**config.mk**
```make
export PLATFORM = sky130hd
export DESIGN_NAME = psc_ctrl
export DESIGN_NICKNAME = d
export VERILOG_FILES = /design/src/rtl/psc_pkg.sv /design/src/rtl/psc_ctrl.sv /design/src/rtl/psc_sync.sv
export SDC_FILE = /design/constraint.sdc
export NUM_CORES = 1
export LEC_CHECK = 0
export BUFFER_PORTS_ARGS = -buffer_cell sky130_fd_sc_hd__buf_2
export CORE_UTILIZATION = 35
export CTS_BUF_LIST = sky130_fd_sc_hd__clkbuf_4
export CTS_CLUSTER_SIZE = 12
export DETAILED_ROUTE_END_ITERATION = 12
export PLACE_DENSITY_LB_ADDON = 0.2
export REMOVE_ABC_BUFFERS = 1
export SLEW_MARGIN = 20
export SYNTH_ARGS = -nofsm -noshare
export SYNTH_HDL_FRONTEND = slang
export SYNTH_HIERARCHICAL = 1
export SYNTH_SLANG_ARGS = --single-unit
```
**constraint.sdc**
```tcl
create_clock -name ref_clk -period 3 [get_ports ref_clk]
set_clock_uncertainty 0.1 [all_clocks]
set_input_delay 0.6 -clock ref_clk [delete_from_list [all_inputs] [get_ports ref_clk]]
set_output_delay 0.6 -clock ref_clk [all_outputs]
set_load 0.01 [all_outputs]
```
**src/rtl/psc_pkg.sv**
```systemverilog
// Constants and types shared by the pressure sensor control logic.
// Assumes a single 200 MHz core clock and an external serial front end.
// How it works
// - rate code 000 stops periodic output updates
// - codes 001..111 select 1 to 200 Hz
// - nonzero rate runs continuous paired sampling
// - trigger in power-down runs one conversion
// - bandwidth RATE_SELECT/2, RATE_SELECT/9 or RATE_SELECT/20
// - hold outputs until the high pressure byte at 2Ah is read
// - wire select picks 4-wire or 3-wire SPI
// - trim reload copies trims, then self-clears
// - soft restart restores defaults, then self-clears
// - event pin polarity and drive selectable
// - auto-step increments address per byte
// - quiet mode only below 100 Hz
// - source select picks data or pressure events
// - enables route ready, full, level, overwrite
// - policy field and triggered bit pick mode
// - halt-at-watermark makes watermark count full
// - watermark is seven bits, resets zero
// - FIFO output bytes at 78h to 7Ch
// - reference pressure read-only at 15h, 16h
// - zero capture is never armed by any register, so reference stays zero
package psc_pkg;
  // ==========================================
  // Register offsets
  localparam logic [6:0] ADDR_RATE_FILTER = 7'h10;
  localparam logic [6:0] ADDR_SYSTEM = 7'h11;
  localparam logic [6:0] ADDR_EVENT_PIN = 7'h12;
  localparam logic [6:0] ADDR_FIFO_CTRL = 7'h13;
  localparam logic [6:0] ADDR_FIFO_THRESH = 7'h14;
  localparam logic [6:0] ADDR_REF_LOW = 7'h15;
  localparam logic [6:0] ADDR_REF_HIGH = 7'h16;
  localparam logic [6:0] ADDR_P_XL = 7'h28;
  localparam logic [6:0] ADDR_P_L = 7'h29;
  localparam logic [6:0] ADDR_P_H = 7'h2A;
  localparam logic [6:0] ADDR_T_L = 7'h2B;
  localparam logic [6:0] ADDR_T_H = 7'h2C;
  localparam logic [6:0] ADDR_FIFO_FIRST = 7'h78;
  localparam logic [6:0] ADDR_FIFO_LAST = 7'h7C;
  // ==========================================
  // Reset values
  localparam logic [7:0] RST_RATE_FILTER = 8'h00;
  localparam logic [7:0] RST_SYSTEM = 8'h10;
  localparam logic [7:0] RST_EVENT_PIN = 8'h00;
  localparam logic [7:0] RST_FIFO_CTRL = 8'h00;
  localparam logic [7:0] RST_FIFO_THRESH = 8'h00;
  // ==========================================
  // Field positions
  localparam int RF_RATE_LSB = 4;
  localparam int RF_FILT_ON = 3;
  localparam int RF_FILT_WIDTH = 2;
  localparam int RF_HOLD = 1;
  localparam int RF_WIRE = 0;
  localparam int SC_TRIM = 7;
  localparam int SC_POL = 6;
  localparam int SC_DRIVE = 5;
  localparam int SC_STEP = 4;
  localparam int SC_RESTART = 2;
  localparam int SC_QUIET = 1;
  localparam int SC_SINGLE = 0;
  localparam int EP_FULL = 5;
  localparam int EP_LEVEL = 4;
  localparam int EP_OVR = 3;
  localparam int EP_READY = 2;
  localparam int EP_SRC_LSB = 0;
  localparam int FC_HALT = 3;
  localparam int FC_TRIG = 2;
  localparam int FC_POL_LSB = 0;
  // ==========================================
  // Timing
  localparam int CLK_HZ = 200_000_000;
  localparam int CONV_TIME_US = 5;
  localparam int CONV_CYCLES = CONV_TIME_US * (CLK_HZ / 1_000_000);
  localparam int TRIM_WORDS = 16;
  localparam int FIFO_DEPTH = 128;
  // ==========================================
  // Types
  typedef enum logic [2:0] {
    PSC_BYPASS = 3'b000,
    PSC_FIFO = 3'b001,
    PSC_STREAM = 3'b010,
    PSC_BYP_FIFO = 3'b011,
    PSC_BYP_STREAM = 3'b100,
    PSC_STREAM_FIFO = 3'b101
  } psc_fifo_mode_t;
  typedef enum logic [1:0] {
    PSC_IDLE = 2'b00,
    PSC_CONVERT = 2'b01,
    PSC_TRIM = 2'b10
  } psc_state_t;
endpackage

```
**src/rtl/psc_ctrl.sv**
```systemverilog
// Control registers, conversion sequencing and event pin of the sensor.
// Assumes a serial front end presents byte accesses on rd/wr strobes,
// and sensing, trim and FIFO storage blocks outside answer on ports.
`timescale 1ns/1ps
module psc_ctrl
#(
  parameter int CONV_CYCLES = psc_pkg::CONV_CYCLES,
  parameter int TRIM_WORDS = psc_pkg::TRIM_WORDS
)
(
  // Clock and reset
  input wire logic ref_clk,
  input wire logic nrst,
  // Register access from serial front end
  input wire logic [6:0] reg_addr,
  input wire logic [7:0] reg_wdata,
  input wire logic reg_wr,
  input wire logic reg_rd,
  output logic [7:0] reg_rdata,
  output logic [6:0] next_addr,
  output logic spi_three_wire,
  // Acquisition tick from the rate timer domain (pin level)
  input wire logic rate_tick_pin,
  output logic [2:0] rate_select,
  output logic [1:0] bw_div_sel,
  output logic quiet_active,
  // Raw sample from sensing core
  input wire logic [23:0] raw_pressure,
  input wire logic [15:0] raw_temperature,
  // FIFO flags and output bytes
  input wire logic fifo_full,
  input wire logic fifo_level_hit,
  input wire logic fifo_overwrite,
  input wire logic [6:0] fifo_count,
  input wire logic [39:0] fifo_head,
  output logic [2:0] fifo_mode,
  output logic fifo_halt_full,
  output logic [6:0] watermark_level,
  // Threshold events from comparator
  input wire logic press_high_evt,
  input wire logic press_low_evt,
  // Trim copy
  output logic trim_copy,
  output logic [3:0] trim_index,
  // Event pin
  output logic event_out_pin,
  output logic event_out_oe
);
  // ==========================================
  // Registers
  logic [7:0] rf_r, rf_nxt;
  logic [7:0] sc_r, sc_nxt;
  logic [7:0] ep_r, ep_nxt;
  logic [7:0] fc_r, fc_nxt;
  logic [6:0] wm_r, wm_nxt;
  logic [15:0] ref_r, ref_nxt;
  logic zcap_r, zcap_nxt;
  logic rcap_r, rcap_nxt;
  logic [23:0] pout_r, pout_nxt;
  logic [15:0] tout_r, tout_nxt;
  logic [2:0] rd_seen_r, rd_seen_nxt;
  logic route_data_ready_r, route_data_ready_nxt;
  psc_pkg::psc_state_t st_r, st_nxt;
  logic [15:0] cnt_r, cnt_nxt;
  logic tick_d_r, tick_d_nxt;
  logic tick_s;
  logic tick_rise;
  logic sample_now;
  logic [23:0] meas;
  logic held;
  logic ev_raw;
  logic ev_data;
  logic sys_wr;

  psc_sync u_tick
  (
    .ref_clk(ref_clk),
    .nrst(nrst),
    .d(rate_tick_pin),
    .q(tick_s)
  );

  assign tick_rise = tick_s & ~tick_d_r;
  // Host set of the trigger or trim bit wins over its hardware clear
  assign sys_wr = reg_wr && (reg_addr == psc_pkg::ADDR_SYSTEM);
  assign rate_select = rf_r[psc_pkg::RF_RATE_LSB +: 3];
  assign spi_three_wire = rf_r[psc_pkg::RF_WIRE];
  // Two-bit divider code: 0 = RATE_SELECT/2, 2 = RATE_SELECT/9, 3 = RATE_SELECT/20
  assign bw_div_sel = {rf_r[psc_pkg::RF_FILT_ON], rf_r[psc_pkg::RF_FILT_ON] & rf_r[psc_pkg::RF_FILT_WIDTH]};
  // Codes 110 and 111 are 100 Hz and 200 Hz
  assign quiet_active = sc_r[psc_pkg::SC_QUIET] & ~(rate_select[2] & rate_select[1]);
  assign watermark_level = wm_r;
  assign fifo_halt_full = fc_r[psc_pkg::FC_HALT];
  assign trim_copy = (st_r == psc_pkg::PSC_TRIM);
  assign trim_index = cnt_r[3:0];
  assign held = rf_r[psc_pkg::RF_HOLD] & route_data_ready_r & (rd_seen_r != 3'b111);
  assign meas = zcap_r ? 24'h000000 : raw_pressure - {{8{ref_r[15]}}, ref_r};

  // ==========================================
  // FIFO policy decode
  always_comb
  begin
    case ({fc_r[psc_pkg::FC_TRIG], fc_r[1:0]})
      3'b001: fifo_mode = psc_pkg::PSC_FIFO;
      3'b010, 3'b011: fifo_mode = psc_pkg::PSC_STREAM;
      3'b101: fifo_mode = psc_pkg::PSC_BYP_FIFO;
      3'b110: fifo_mode = psc_pkg::PSC_BYP_STREAM;
      3'b111: fifo_mode = psc_pkg::PSC_STREAM_FIFO;
      default: fifo_mode = psc_pkg::PSC_BYPASS;
    endcase
  end

  // ==========================================
  // Address step and read data
  always_comb
  begin
    next_addr = sc_r[psc_pkg::SC_STEP] ? reg_addr + 7'h01 : reg_addr;
    case (reg_addr)
      psc_pkg::ADDR_RATE_FILTER: reg_rdata = rf_r;
      psc_pkg::ADDR_SYSTEM: reg_rdata = sc_r;
      psc_pkg::ADDR_EVENT_PIN: reg_rdata = ep_r;
      psc_pkg::ADDR_FIFO_CTRL: reg_rdata = fc_r;
      psc_pkg::ADDR_FIFO_THRESH: reg_rdata = {1'b0, wm_r};
      psc_pkg::ADDR_REF_LOW: reg_rdata = ref_r[7:0];
      psc_pkg::ADDR_REF_HIGH: reg_rdata = ref_r[15:8];
      psc_pkg::ADDR_P_XL: reg_rdata = pout_r[7:0];
      psc_pkg::ADDR_P_L: reg_rdata = pout_r[15:8];
      psc_pkg::ADDR_P_H: reg_rdata = pout_r[23:16];
      psc_pkg::ADDR_T_L: reg_rdata = tout_r[7:0];
      psc_pkg::ADDR_T_H: reg_rdata = tout_r[15:8];
      default:
      begin
        // FIFO head bytes, one per address
        if (reg_addr >= psc_pkg::ADDR_FIFO_FIRST && reg_addr <= psc_pkg::ADDR_FIFO_LAST)
          reg_rdata = fifo_head[8 * (reg_addr - psc_pkg::ADDR_FIFO_FIRST) +: 8];
        else
          reg_rdata = 8'h00;
      end
    endcase
  end

  // ==========================================
  // Register writes, sequencing and sampling
  always_comb
  begin
    rf_nxt = rf_r;
    sc_nxt = sc_r;
    ep_nxt = ep_r;
    fc_nxt = fc_r;
    wm_nxt = wm_r;
    ref_nxt = ref_r;
    zcap_nxt = zcap_r;
    rcap_nxt = rcap_r;
    pout_nxt = pout_r;
    tout_nxt = tout_r;
    rd_seen_nxt = rd_seen_r;
    route_data_ready_nxt = route_data_ready_r;
    st_nxt = st_r;
    cnt_nxt = cnt_r;
    tick_d_nxt = tick_s;
    sample_now = 1'b0;
    if (reg_wr)
    begin
      case (reg_addr)
        psc_pkg::ADDR_RATE_FILTER: rf_nxt = {1'b0, reg_wdata[6:0]};
        psc_pkg::ADDR_SYSTEM:
        begin
          sc_nxt = {reg_wdata[7:3] & 5'h1F, reg_wdata[2:0]};
          sc_nxt[3] = 1'b0;
          // Trigger only takes in power-down
          if (rate_select != 3'b000)
            sc_nxt[psc_pkg::SC_SINGLE] = 1'b0;
        end
        psc_pkg::ADDR_EVENT_PIN: ep_nxt = {2'b00, reg_wdata[5:0]};
        psc_pkg::ADDR_FIFO_CTRL: fc_nxt = {4'h0, reg_wdata[3:0]};
        psc_pkg::ADDR_FIFO_THRESH: wm_nxt = reg_wdata[6:0];
        default: ;
      endcase
    end
    // Output reads release the hold
    if (reg_rd)
    begin
      if (reg_addr == psc_pkg::ADDR_P_XL)
        rd_seen_nxt[0] = 1'b1;
      if (reg_addr == psc_pkg::ADDR_P_L)
        rd_seen_nxt[1] = 1'b1;
      if (reg_addr == psc_pkg::ADDR_P_H)
      begin
        rd_seen_nxt[2] = 1'b1;
        route_data_ready_nxt = 1'b0;
      end
    end
    case (st_r)
      psc_pkg::PSC_IDLE:
      begin
        if (sc_r[psc_pkg::SC_TRIM])
        begin
          st_nxt = psc_pkg::PSC_TRIM;
          cnt_nxt = 16'h0000;
        end
        else if (rate_select == 3'b000 && sc_r[psc_pkg::SC_SINGLE])
        begin
          st_nxt = psc_pkg::PSC_CONVERT;
          cnt_nxt = 16'h0000;
        end
        else if (rate_select != 3'b000 && tick_rise)
          sample_now = 1'b1;
      end
      psc_pkg::PSC_CONVERT:
      begin
        cnt_nxt = cnt_r + 16'h0001;
        if (cnt_r == 16'(CONV_CYCLES - 1))
        begin
          sample_now = 1'b1;
          sc_nxt[psc_pkg::SC_SINGLE] = sc_nxt[psc_pkg::SC_SINGLE] & sys_wr;
          st_nxt = psc_pkg::PSC_IDLE;
        end
      end
      psc_pkg::PSC_TRIM:
      begin
        cnt_nxt = cnt_r + 16'h0001;
        if (cnt_r == 16'(TRIM_WORDS - 1))
        begin
          sc_nxt[psc_pkg::SC_TRIM] = sc_nxt[psc_pkg::SC_TRIM] & sys_wr;
          st_nxt = psc_pkg::PSC_IDLE;
        end
      end
      default: st_nxt = psc_pkg::PSC_IDLE;
    endcase
    if (sample_now)
    begin
      route_data_ready_nxt = 1'b1;
      if (!held)
      begin
        pout_nxt = rcap_r ? raw_pressure : meas;
        tout_nxt = raw_temperature;
        rd_seen_nxt = 3'b000;
      end
      if (zcap_r || rcap_r)
      begin
        ref_nxt = raw_pressure[23:8];
        zcap_nxt = 1'b0;
        rcap_nxt = 1'b0;
      end
    end
    // Soft restart wins over everything else
    if (sc_r[psc_pkg::SC_RESTART])
    begin
      rf_nxt = psc_pkg::RST_RATE_FILTER;
      sc_nxt = psc_pkg::RST_SYSTEM;
      ep_nxt = psc_pkg::RST_EVENT_PIN;
      fc_nxt = psc_pkg::RST_FIFO_CTRL;
      wm_nxt = psc_pkg::RST_FIFO_THRESH[6:0];
      ref_nxt = 16'h0000;
      st_nxt = psc_pkg::PSC_IDLE;
    end
  end

  // ==========================================
  // Event pin
  always_comb
  begin
    // Earlier source wins in data mode
    if (ep_r[psc_pkg::EP_READY] & route_data_ready_r)
      ev_data = 1'b1;
    else if (ep_r[psc_pkg::EP_LEVEL] & fifo_level_hit)
      ev_data = 1'b1;
    else if (ep_r[psc_pkg::EP_OVR] & fifo_overwrite)
      ev_data = 1'b1;
    else
      ev_data = ep_r[psc_pkg::EP_FULL] & fifo_full & (fifo_count == 7'h00);
    case (ep_r[psc_pkg::EP_SRC_LSB +: 2])
      2'b00: ev_raw = ev_data;
      2'b01: ev_raw = press_high_evt;
      2'b10: ev_raw = press_low_evt;
      default: ev_raw = press_high_evt | press_low_evt;
    endcase
    event_out_pin = ev_raw ^ sc_r[psc_pkg::SC_POL];
    // Open drain drives only the low level
    event_out_oe = ~sc_r[psc_pkg::SC_DRIVE] | ~event_out_pin;
  end

  always_ff @(posedge ref_clk or negedge nrst)
  begin
    if (!nrst)
    begin
      rf_r <= psc_pkg::RST_RATE_FILTER;
      sc_r <= psc_pkg::RST_SYSTEM;
      ep_r <= psc_pkg::RST_EVENT_PIN;
      fc_r <= psc_pkg::RST_FIFO_CTRL;
      wm_r <= psc_pkg::RST_FIFO_THRESH[6:0];
      ref_r <= 16'h0000;
      zcap_r <= 1'b0;
      rcap_r <= 1'b0;
      pout_r <= 24'h000000;
      tout_r <= 16'h0000;
      rd_seen_r <= 3'b111;
      route_data_ready_r <= 1'b0;
      st_r <= psc_pkg::PSC_TRIM; // power-up trim copy
      cnt_r <= 16'h0000;
      tick_d_r <= 1'b0;
    end
    else
    begin
      rf_r <= rf_nxt;
      sc_r <= sc_nxt;
      ep_r <= ep_nxt;
      fc_r <= fc_nxt;
      wm_r <= wm_nxt;
      ref_r <= ref_nxt;
      zcap_r <= zcap_nxt;
      rcap_r <= rcap_nxt;
      pout_r <= pout_nxt;
      tout_r <= tout_nxt;
      rd_seen_r <= rd_seen_nxt;
      route_data_ready_r <= route_data_ready_nxt;
      st_r <= st_nxt;
      cnt_r <= cnt_nxt;
      tick_d_r <= tick_d_nxt;
    end
  end
endmodule

```
**src/rtl/psc_sync.sv**
```systemverilog
// Two-flop synchroniser for a level from outside the clock domain.
// Assumes the input is a slow level or a clock far below ref_clk.
`timescale 1ns/1ps
module psc_sync
(
  // Clock and reset
  input wire logic ref_clk,
  input wire logic nrst,
  // Level
  input wire logic d,
  output logic q
);
  logic meta_r;
  logic meta_nxt;
  logic q_nxt;

  always_comb
  begin
    meta_nxt = d;
    q_nxt = meta_r;
  end

  always_ff @(posedge ref_clk or negedge nrst)
  begin
    if (!nrst)
    begin
      meta_r <= 1'b0;
      q <= 1'b0;
    end
    else
    begin
      meta_r <= meta_nxt;
      q <= q_nxt;
    end
  end
endmodule

```
==> flow_summary.json, run 1 <==
{
  "final_cell_area_um2": 6630,
  "fp.dieArea_um2": 15500,
  "path_class": "input port to output port",
  "track_usage": 0.211,
  "finalCriticalPeriod_ps": 2950,
  "power.internal_w": 0.00226,
  "synth-edff-count": 0,
  "rows": 44,
  "synth_flop_cell": "dfrtp_1",
  "path_cells": "buf_6 -> or4b_4 -> nor3b_4 -> buf_6 -> a22oi_2 -> and3_1 -> o211ai_1 -> buf_2",
  "combPwrFrac": 0.258,
  "clk_latency_ps": 460,
  "leakage_nw": 3.04,
  "cap_violations": 0,
  "via_per_inst": 5.45,
  "drc": 0,
  "arrival_ps": 2250,
  "grt_start_max_net_pins": 97,
  "postPlaceCellArea_um2": 6360,
  "slowest_delay_ps": 590,
  "sequentialPowerShare": 0.558,
  "synthCells": 508,
  "synth_seq_area_share": 0.458,
  "cts_buffers": 9,
  "drtPass1Iterations": 6,
  "hp-class": "input port to asynchronous set/reset pin",
  "layout-drive-gt1-share": 0.371,
  "seq_area_um2": 2410,
  "synth.area.mux_share": 0.124,
  "clk_pin_slew_ps": 150,
  "antenna_found_initial": 1,
  "die_h_um": 125,
  "clock-sinks": 96,
  "p_switching_w": 0.00112,
  "core_um2": 14600,
  "crit_fanout": 5,
  "grt_pass1_wl_um": 25500,
  "synthArstFlopShare": 1.00,
  "ys_types": 58,
  "place_congestion": 0.871,
  "synth-simple-area-share": 0.195,
  "cts_buffer_depth": 2,
  "cp_slowest_cell": "or4b_4",
  "start_util": 0.361,
  "min_period_over_period": 0.985,
  "drt_wl_total_um": 16100,
  "end_kind": "output port",
  "synth_top_family_by_area": "simple AND/OR/NAND/NOR gates",
  "grt_pass1_vias": 4790,
  "h-tree-depth": 3,
  "ir_drop_v": 0.000475,
  "synth_compound_area_frac": 0.129,
  "max_slew_margin": 0.458,
  "drtAntennaViolNets": 0,
  "root_buffer": "clkbuf_4",
  "layout.nets": 798,
  "layout_common_cells": "buf_2 (146), dfrtp_1 (91), nand2_1 (53)",
  "synthAdderAreaFrac": 0.0214,
  "cts_tree": "done",
  "ys_ff_latch": 96,
  "wl_per_cell_um": 18.6,
  "dpl.hpwl_um": 12000,
  "multiInputGateArea_um2": 2710,
  "port_buffers": 151,
  "netlist_area_um2": 5260,
  "ys_warn_count": 6,
  "die_x_um": 125,
  "layout_commonest_cell": "buf_2",
  "rsz0062_at_grt": "yes",
  "overflow": 0,
  "post-place-ws_ps": -94.8,
  "required_ps": 2300,
  "p_per_area_nw_per_um2": 509,
  "max_freq_mhz": 339,
  "setup_viol": 0,
  "finish.utilization": 0.454,
  "avgSynthCellArea_um2": 10.4,
  "startpoint_type": "input port",
  "status": "completed",
  "drv_slew": 0,
  "hold_viol": 0,
  "fillers": 1426,
  "timing.final.ws_setup_ps": 46.0,
  "worstMarginPinSlew_ps": 813,
  "p_clk_frac": 0.184,
  "cts.hold.buffers_added": 0,
  "first_iter_violations": 351,
  "ios": 152,
  "cp_common_cell": "buf_6",
  "routed-via-count": 4725,
  "synth_xor_area_frac": 0.0283,
  "swShare": 0.331,
  "syn2layout_area_growth_pct": 25.9
}
power by group through the flow:
stage | combinational [W] | sequential (W) | clock [W]
6_report | 0.000870 | 0.00188 | 0.000620
5_1_grt | 0.000978 | 0.00193 | 0.000699
4_1_cts | 0.000867 | 0.00188 | 0.000640
3_5_place_dp | 0.000860 | 0.00191 | 0
3_3_place_gp | 0.000832 | 0.00189 | 0
2_1_floorplan | 0.000522 | 0.00183 | 0
cell families after synthesis:
kind of cell	count (synthesis)
flops	96
buf+inv	45
mux	50
fa+ha+maj	9
compound gates	101
xor+xnor	17
simple gates	190
cells in the mapped netlist (all sizes together), types with 2 or more instances:
library cell,instances,area share
and3,7,0.0083
ha,9,0.021
or2,4,0.0048
or4b,2,0.0045
nor2,22,0.016
a222oi,4,0.0076
a31oi,5,0.0059
nor3,10,0.0095
nand4,7,0.0083
or3,6,0.0071
nor2b,5,0.0059
dfrtp,91,0.43
nand2b,7,0.0083
mux4,8,0.034
mux2,42,0.090
a22oi,30,0.043
xnor2,14,0.023
and2,3,0.0036
nor4,2,0.0036
o211ai,5,0.0071
xor2,3,0.0050
inv,10,0.0071
and4,2,0.0033
nor3b,6,0.011
clkbuf,17,0.012
dfstp,5,0.025
a21oi,39,0.037
nor4bb,2,0.0038
buf,18,0.025
nand3,41,0.039
a22o,2,0.0033
nand2,53,0.038
o21ai,7,0.0067
nor4b,3,0.0074
nand3b,4,0.0057
path summary, 6_finish.rpt:
check                                              from                       to  slack [ps]  cells after the start
worst min register to register  u_tick/meta_r$_DFF_PN0_       u_tick/q$_DFF_PN0_         270                      0
min in group ref_clk                      rate_tick_pin  u_tick/meta_r$_DFF_PN0_         140                      1
worst max-delay path                        reg_addr[2]             reg_rdata[5]          50                      8
worst min-delay path                               nrst    pout_r[2]$_DFFE_PN0P_          50                      2
max in group asynchronous                          nrst      st_r[1]$_DFFE_PN1P_        2320                      2
worst max register to register      st_r[0]$_DFFE_PN0P_   pout_r[11]$_DFFE_PN0P_         360                      7
through the flow:
stage	instances	total power (W)	setup TNS (ps)	hold slack [ps]
after CTS	863	0.00339	-17.3	79.8
final	867	0.00337	0	52.6
after global routing	867	0.00361	-96.3	75.2
after global placement	847	0.00272	-243	242
after detailed placement	847	0.00277	-306	235
after floorplan	473	0.00235	0	204
cell type report:
type | instances | share of cell area
Multi-Input combinational cell | 367 | 0.409
Sequential cell | 96 | 0.364
Timing Repair Buffer | 193 | 0.169
Tap cell | 184 | 0.0347
Clock buffer | 10 | 0.0113
Inverter | 10 | 0.00642
Clock inverter | 6 | 0.00548
Antenna cell | 1 | 0.000378
critical path, delay by kind of cell:
family	cells	cell delay, ps
buffers and inverters	3	440
and+or+nand+nor	3	1030
AOI/OAI and AO/OA	2	180
state kept, by name (all words and copies together), names as in the netlist:
name,count
u_tick/q,1
fc_r,4
u_tick/meta_r,1
st_r,2
tout_r,16
pout_r,24
sc_r,7
cnt_r,16
rf_r,7
route_data_ready_r,1
watermark_level,7
ep_r,6
rd_seen_r,3
tick_d_r,1
layer usage:
metal / routed length (um) / global-route usage / part of all wire
met1: 7060 / 0.278 / 0.44
met3: 1070 / 0.0455 / 0.066
met5: 0 / 0 / 0
met4: 178 / 0.0532 / 0.011
met2: 7830 / 0.351 / 0.48
what timing repair did:
| action | in CTS | in global routing |
|---|---|---|
| cloned | 0 | 1 |
| buffers inserted | 0 | 2 |
| resized for setup | 5 | 27 |
| setup endpoints to repair | 7 | 10 |
| pin swaps | 2 | 15 |
Power figures use the tool's default switching activity.
==> run 2: changes to the inputs <==
ABC_AREA = 1   (was unset)
REMOVE_ABC_BUFFERS = unset   (was 1)
==> flow_summary.json, run 2 <==
{
  "status": "completed",
  "post-place-ws_ps": 170,
  "h-tree-depth": 3,
  "dr.max_layer_used": "met4",
  "netlist_area_um2": 5720,
  "rsz0062_at_grt": "no",
  "first_iter_violations": 301,
  "hold_viol": 0,
  "worstMarginPinSlew_ps": 609,
  "wl_met1_um": 8070,
  "arrival_ps": 2140,
  "top_register": "pout_r",
  "drtPass1Iterations": 4,
  "post_cts_buffers": 0,
  "port_buffers": 151,
  "finalCriticalPeriod_ps": 2840,
  "grt_pass1_vias": 5000,
  "fillers": 1756,
  "fp.dieArea_um2": 16900,
  "multiInputGateArea_um2": 2830,
  "dpl.hpwl_um": 12900,
  "setup_tns_ps": 0,
  "track_usage": 0.206,
  "ys_types": 37,
  "place_congestion": 0.831,
  "required_ps": 2300,
  "ys_top_cells_by_count": "nand2_1 (330), dfrtp_1 (91), nor2_1 (64)",
  "synth_top_cell_area_share": 0.398,
  "root_buffer": "clkbuf_4",
  "drc": 0,
  "synth.most_common_cell": "nand2_1",
  "max_slew_margin": 0.592,
  "drv_slew": 0,
  "drtAntennaViolNets": 0,
  "routed-via-count": 5540,
  "ctsResizeCount": 0,
  "largest_reg_flops": 24,
  "die_x_um": 130,
  "min_period_over_period": 0.947,
  "seq_area_um2": 2410,
  "via_per_inst": 4.67,
  "layout_common_cells": "nand2_1 (330), buf_2 (150), dfrtp_1 (91)",
  "clk_latency_ps": 490,
  "dp.cells": 1167,
  "rows": 46,
  "cts.hold.buffers_added": 1,
  "grt_start_max_net_pins": 72,
  "startpoint_type": "input port",
  "ys_top_cells_by_area": "dfrtp_1 (40%), nand2_1 (22%), nand3_1 (5.3%)",
  "end_kind": "output port",
  "synth_seq_area_share": 0.421,
  "cts_buffers": 9,
  "synth_flop_cell": "dfrtp_1",
  "syn_nets": 937,
  "reg2reg_slack_ps": 990,
  "cts_buffer_depth": 2,
  "timing.final.ws_setup_ps": 158,
  "cts_tree": "done",
  "yosys.area.top_type": "dfrtp_1",
  "synthCells": 816,
  "wl_met3_um": 1020,
  "dr_wl_met2_um": 7600,
  "antenna_found_initial": 2,
  "max_freq_mhz": 352,
  "die_h_um": 130,
  "stdcell_count": 1186,
  "core_um2": 15900,
  "cap_violations": 0,
  "drt_wl_total_um": 16900,
  "hp-class": "input port to flop",
  "layout_commonest_cell": "nand2_1",
  "wl_per_cell_um": 14.3,
  "ios": 152,
  "start_util": 0.359,
  "synth-edff-count": 0,
  "syn2layout_area_growth_pct": 19.2,
  "top_regs": "pout_r: 24 flops, cnt_r: 16 flops, tout_r: 16 flops",
  "grt_pass1_wl_um": 26100,
  "ys_warn_count": 6,
  "setup_viol": 0,
  "p_per_area_nw_per_um2": 548,
  "crit_fanout": 8,
  "final_cell_area_um2": 6820,
  "ys_ff_latch": 96,
  "layout.nets": 1084,
  "postPlaceCellArea_um2": 6670,
  "avgSynthCellArea_um2": 7.02,
  "layout-drive-gt1-share": 0.226,
  "synthArstFlopShare": 1.00,
  "leakage_nw": 3.64,
  "path_class": "input port to output port",
  "clk_pin_slew_ps": 150,
  "clock-sinks": 96,
  "overflow": 0,
  "ir_drop_v": 0.000269
}
==> run 2: final timing paths <==
| kind | from | endpoint | cells past startpoint |
|---|---|---|---|
| worst max-delay path | reg_addr[1] | reg_rdata[1] | 10 |
| worst min-delay path | rate_tick_pin | u_tick/meta_r$_DFF_PN0_ | 1 |
| worst max register to register | st_r[1]$_DFFE_PN1P_ | pout_r[12]$_DFFE_PN0P_ | 10 |
| worst min register to register | u_tick/meta_r$_DFF_PN0_ | u_tick/q$_DFF_PN0_ | 0 |
| max in group asynchronous | nrst | rd_seen_r[0]$_DFF_PN1_ | 3 |
| min in group asynchronous | nrst | cnt_r[1]$_DFFE_PN0P_ | 2 |
==> run 2: layout make-up <==
class	count	area share
Antenna cell	2	0.000733
Clock buffer	9	0.00990
Clock inverter	7	0.0103
Inverter	73	0.0409
Multi-Input combinational cell	616	0.415
Sequential cell	96	0.353
Tap cell	216	0.0396
Timing Repair Buffer	167	0.131
==> run 2: where the power goes <==
part           total [W]  internal [W]  switching, W
Combinational    0.00107      0.000402      0.000663
Clock           0.000736      0.000256      0.000480
Sequential       0.00194       0.00167      0.000270
Total            0.00374       0.00232       0.00141
==> run 2: through the flow <==
| stage | hold slack (ps) | util | power (W) |
|---|---|---|---|
| 3_3_place_gp | 235 | 0.418 | 0.00301 |
| 3_5_place_dp | 247 | 0.418 | 0.00304 |
| 4_1_cts | 79.4 | 0.428 | 0.00377 |
| 6_report | 108 | 0.428 | 0.00374 |
| 2_1_floorplan | 204 | - | 0.00262 |
| 5_1_grt | 74.2 | 0.428 | 0.00403 |
==> run 2: metal layers <==
| layer | vias to the layer above | GRT usage |
|---|---|---|
| met5 | - | 0 |
| li1 | 2902 | - |
| met2 | 152 | 0.326 |
| met3 | 15 | 0.0467 |
| met1 | 2471 | 0.284 |
| met4 | 0 | 0.0534 |
==> run 2: cell families after synthesis <==
group	synth area share
simple gates	0.384
buf+inv	0.0848
flops	0.421
compound gates	0.0802
fa+ha+maj	0.0197
xor+xnor	0.0107
==> run 2: critical path, stage by stage <==
cell and delay [ps]:
buf_2 120, inv_1 90, ha_1 250, nand3_1 120, nor2_1 500, nand2_1 100
nand2_1 90, nor2_1 40, nand4_1 80, buf_2 140
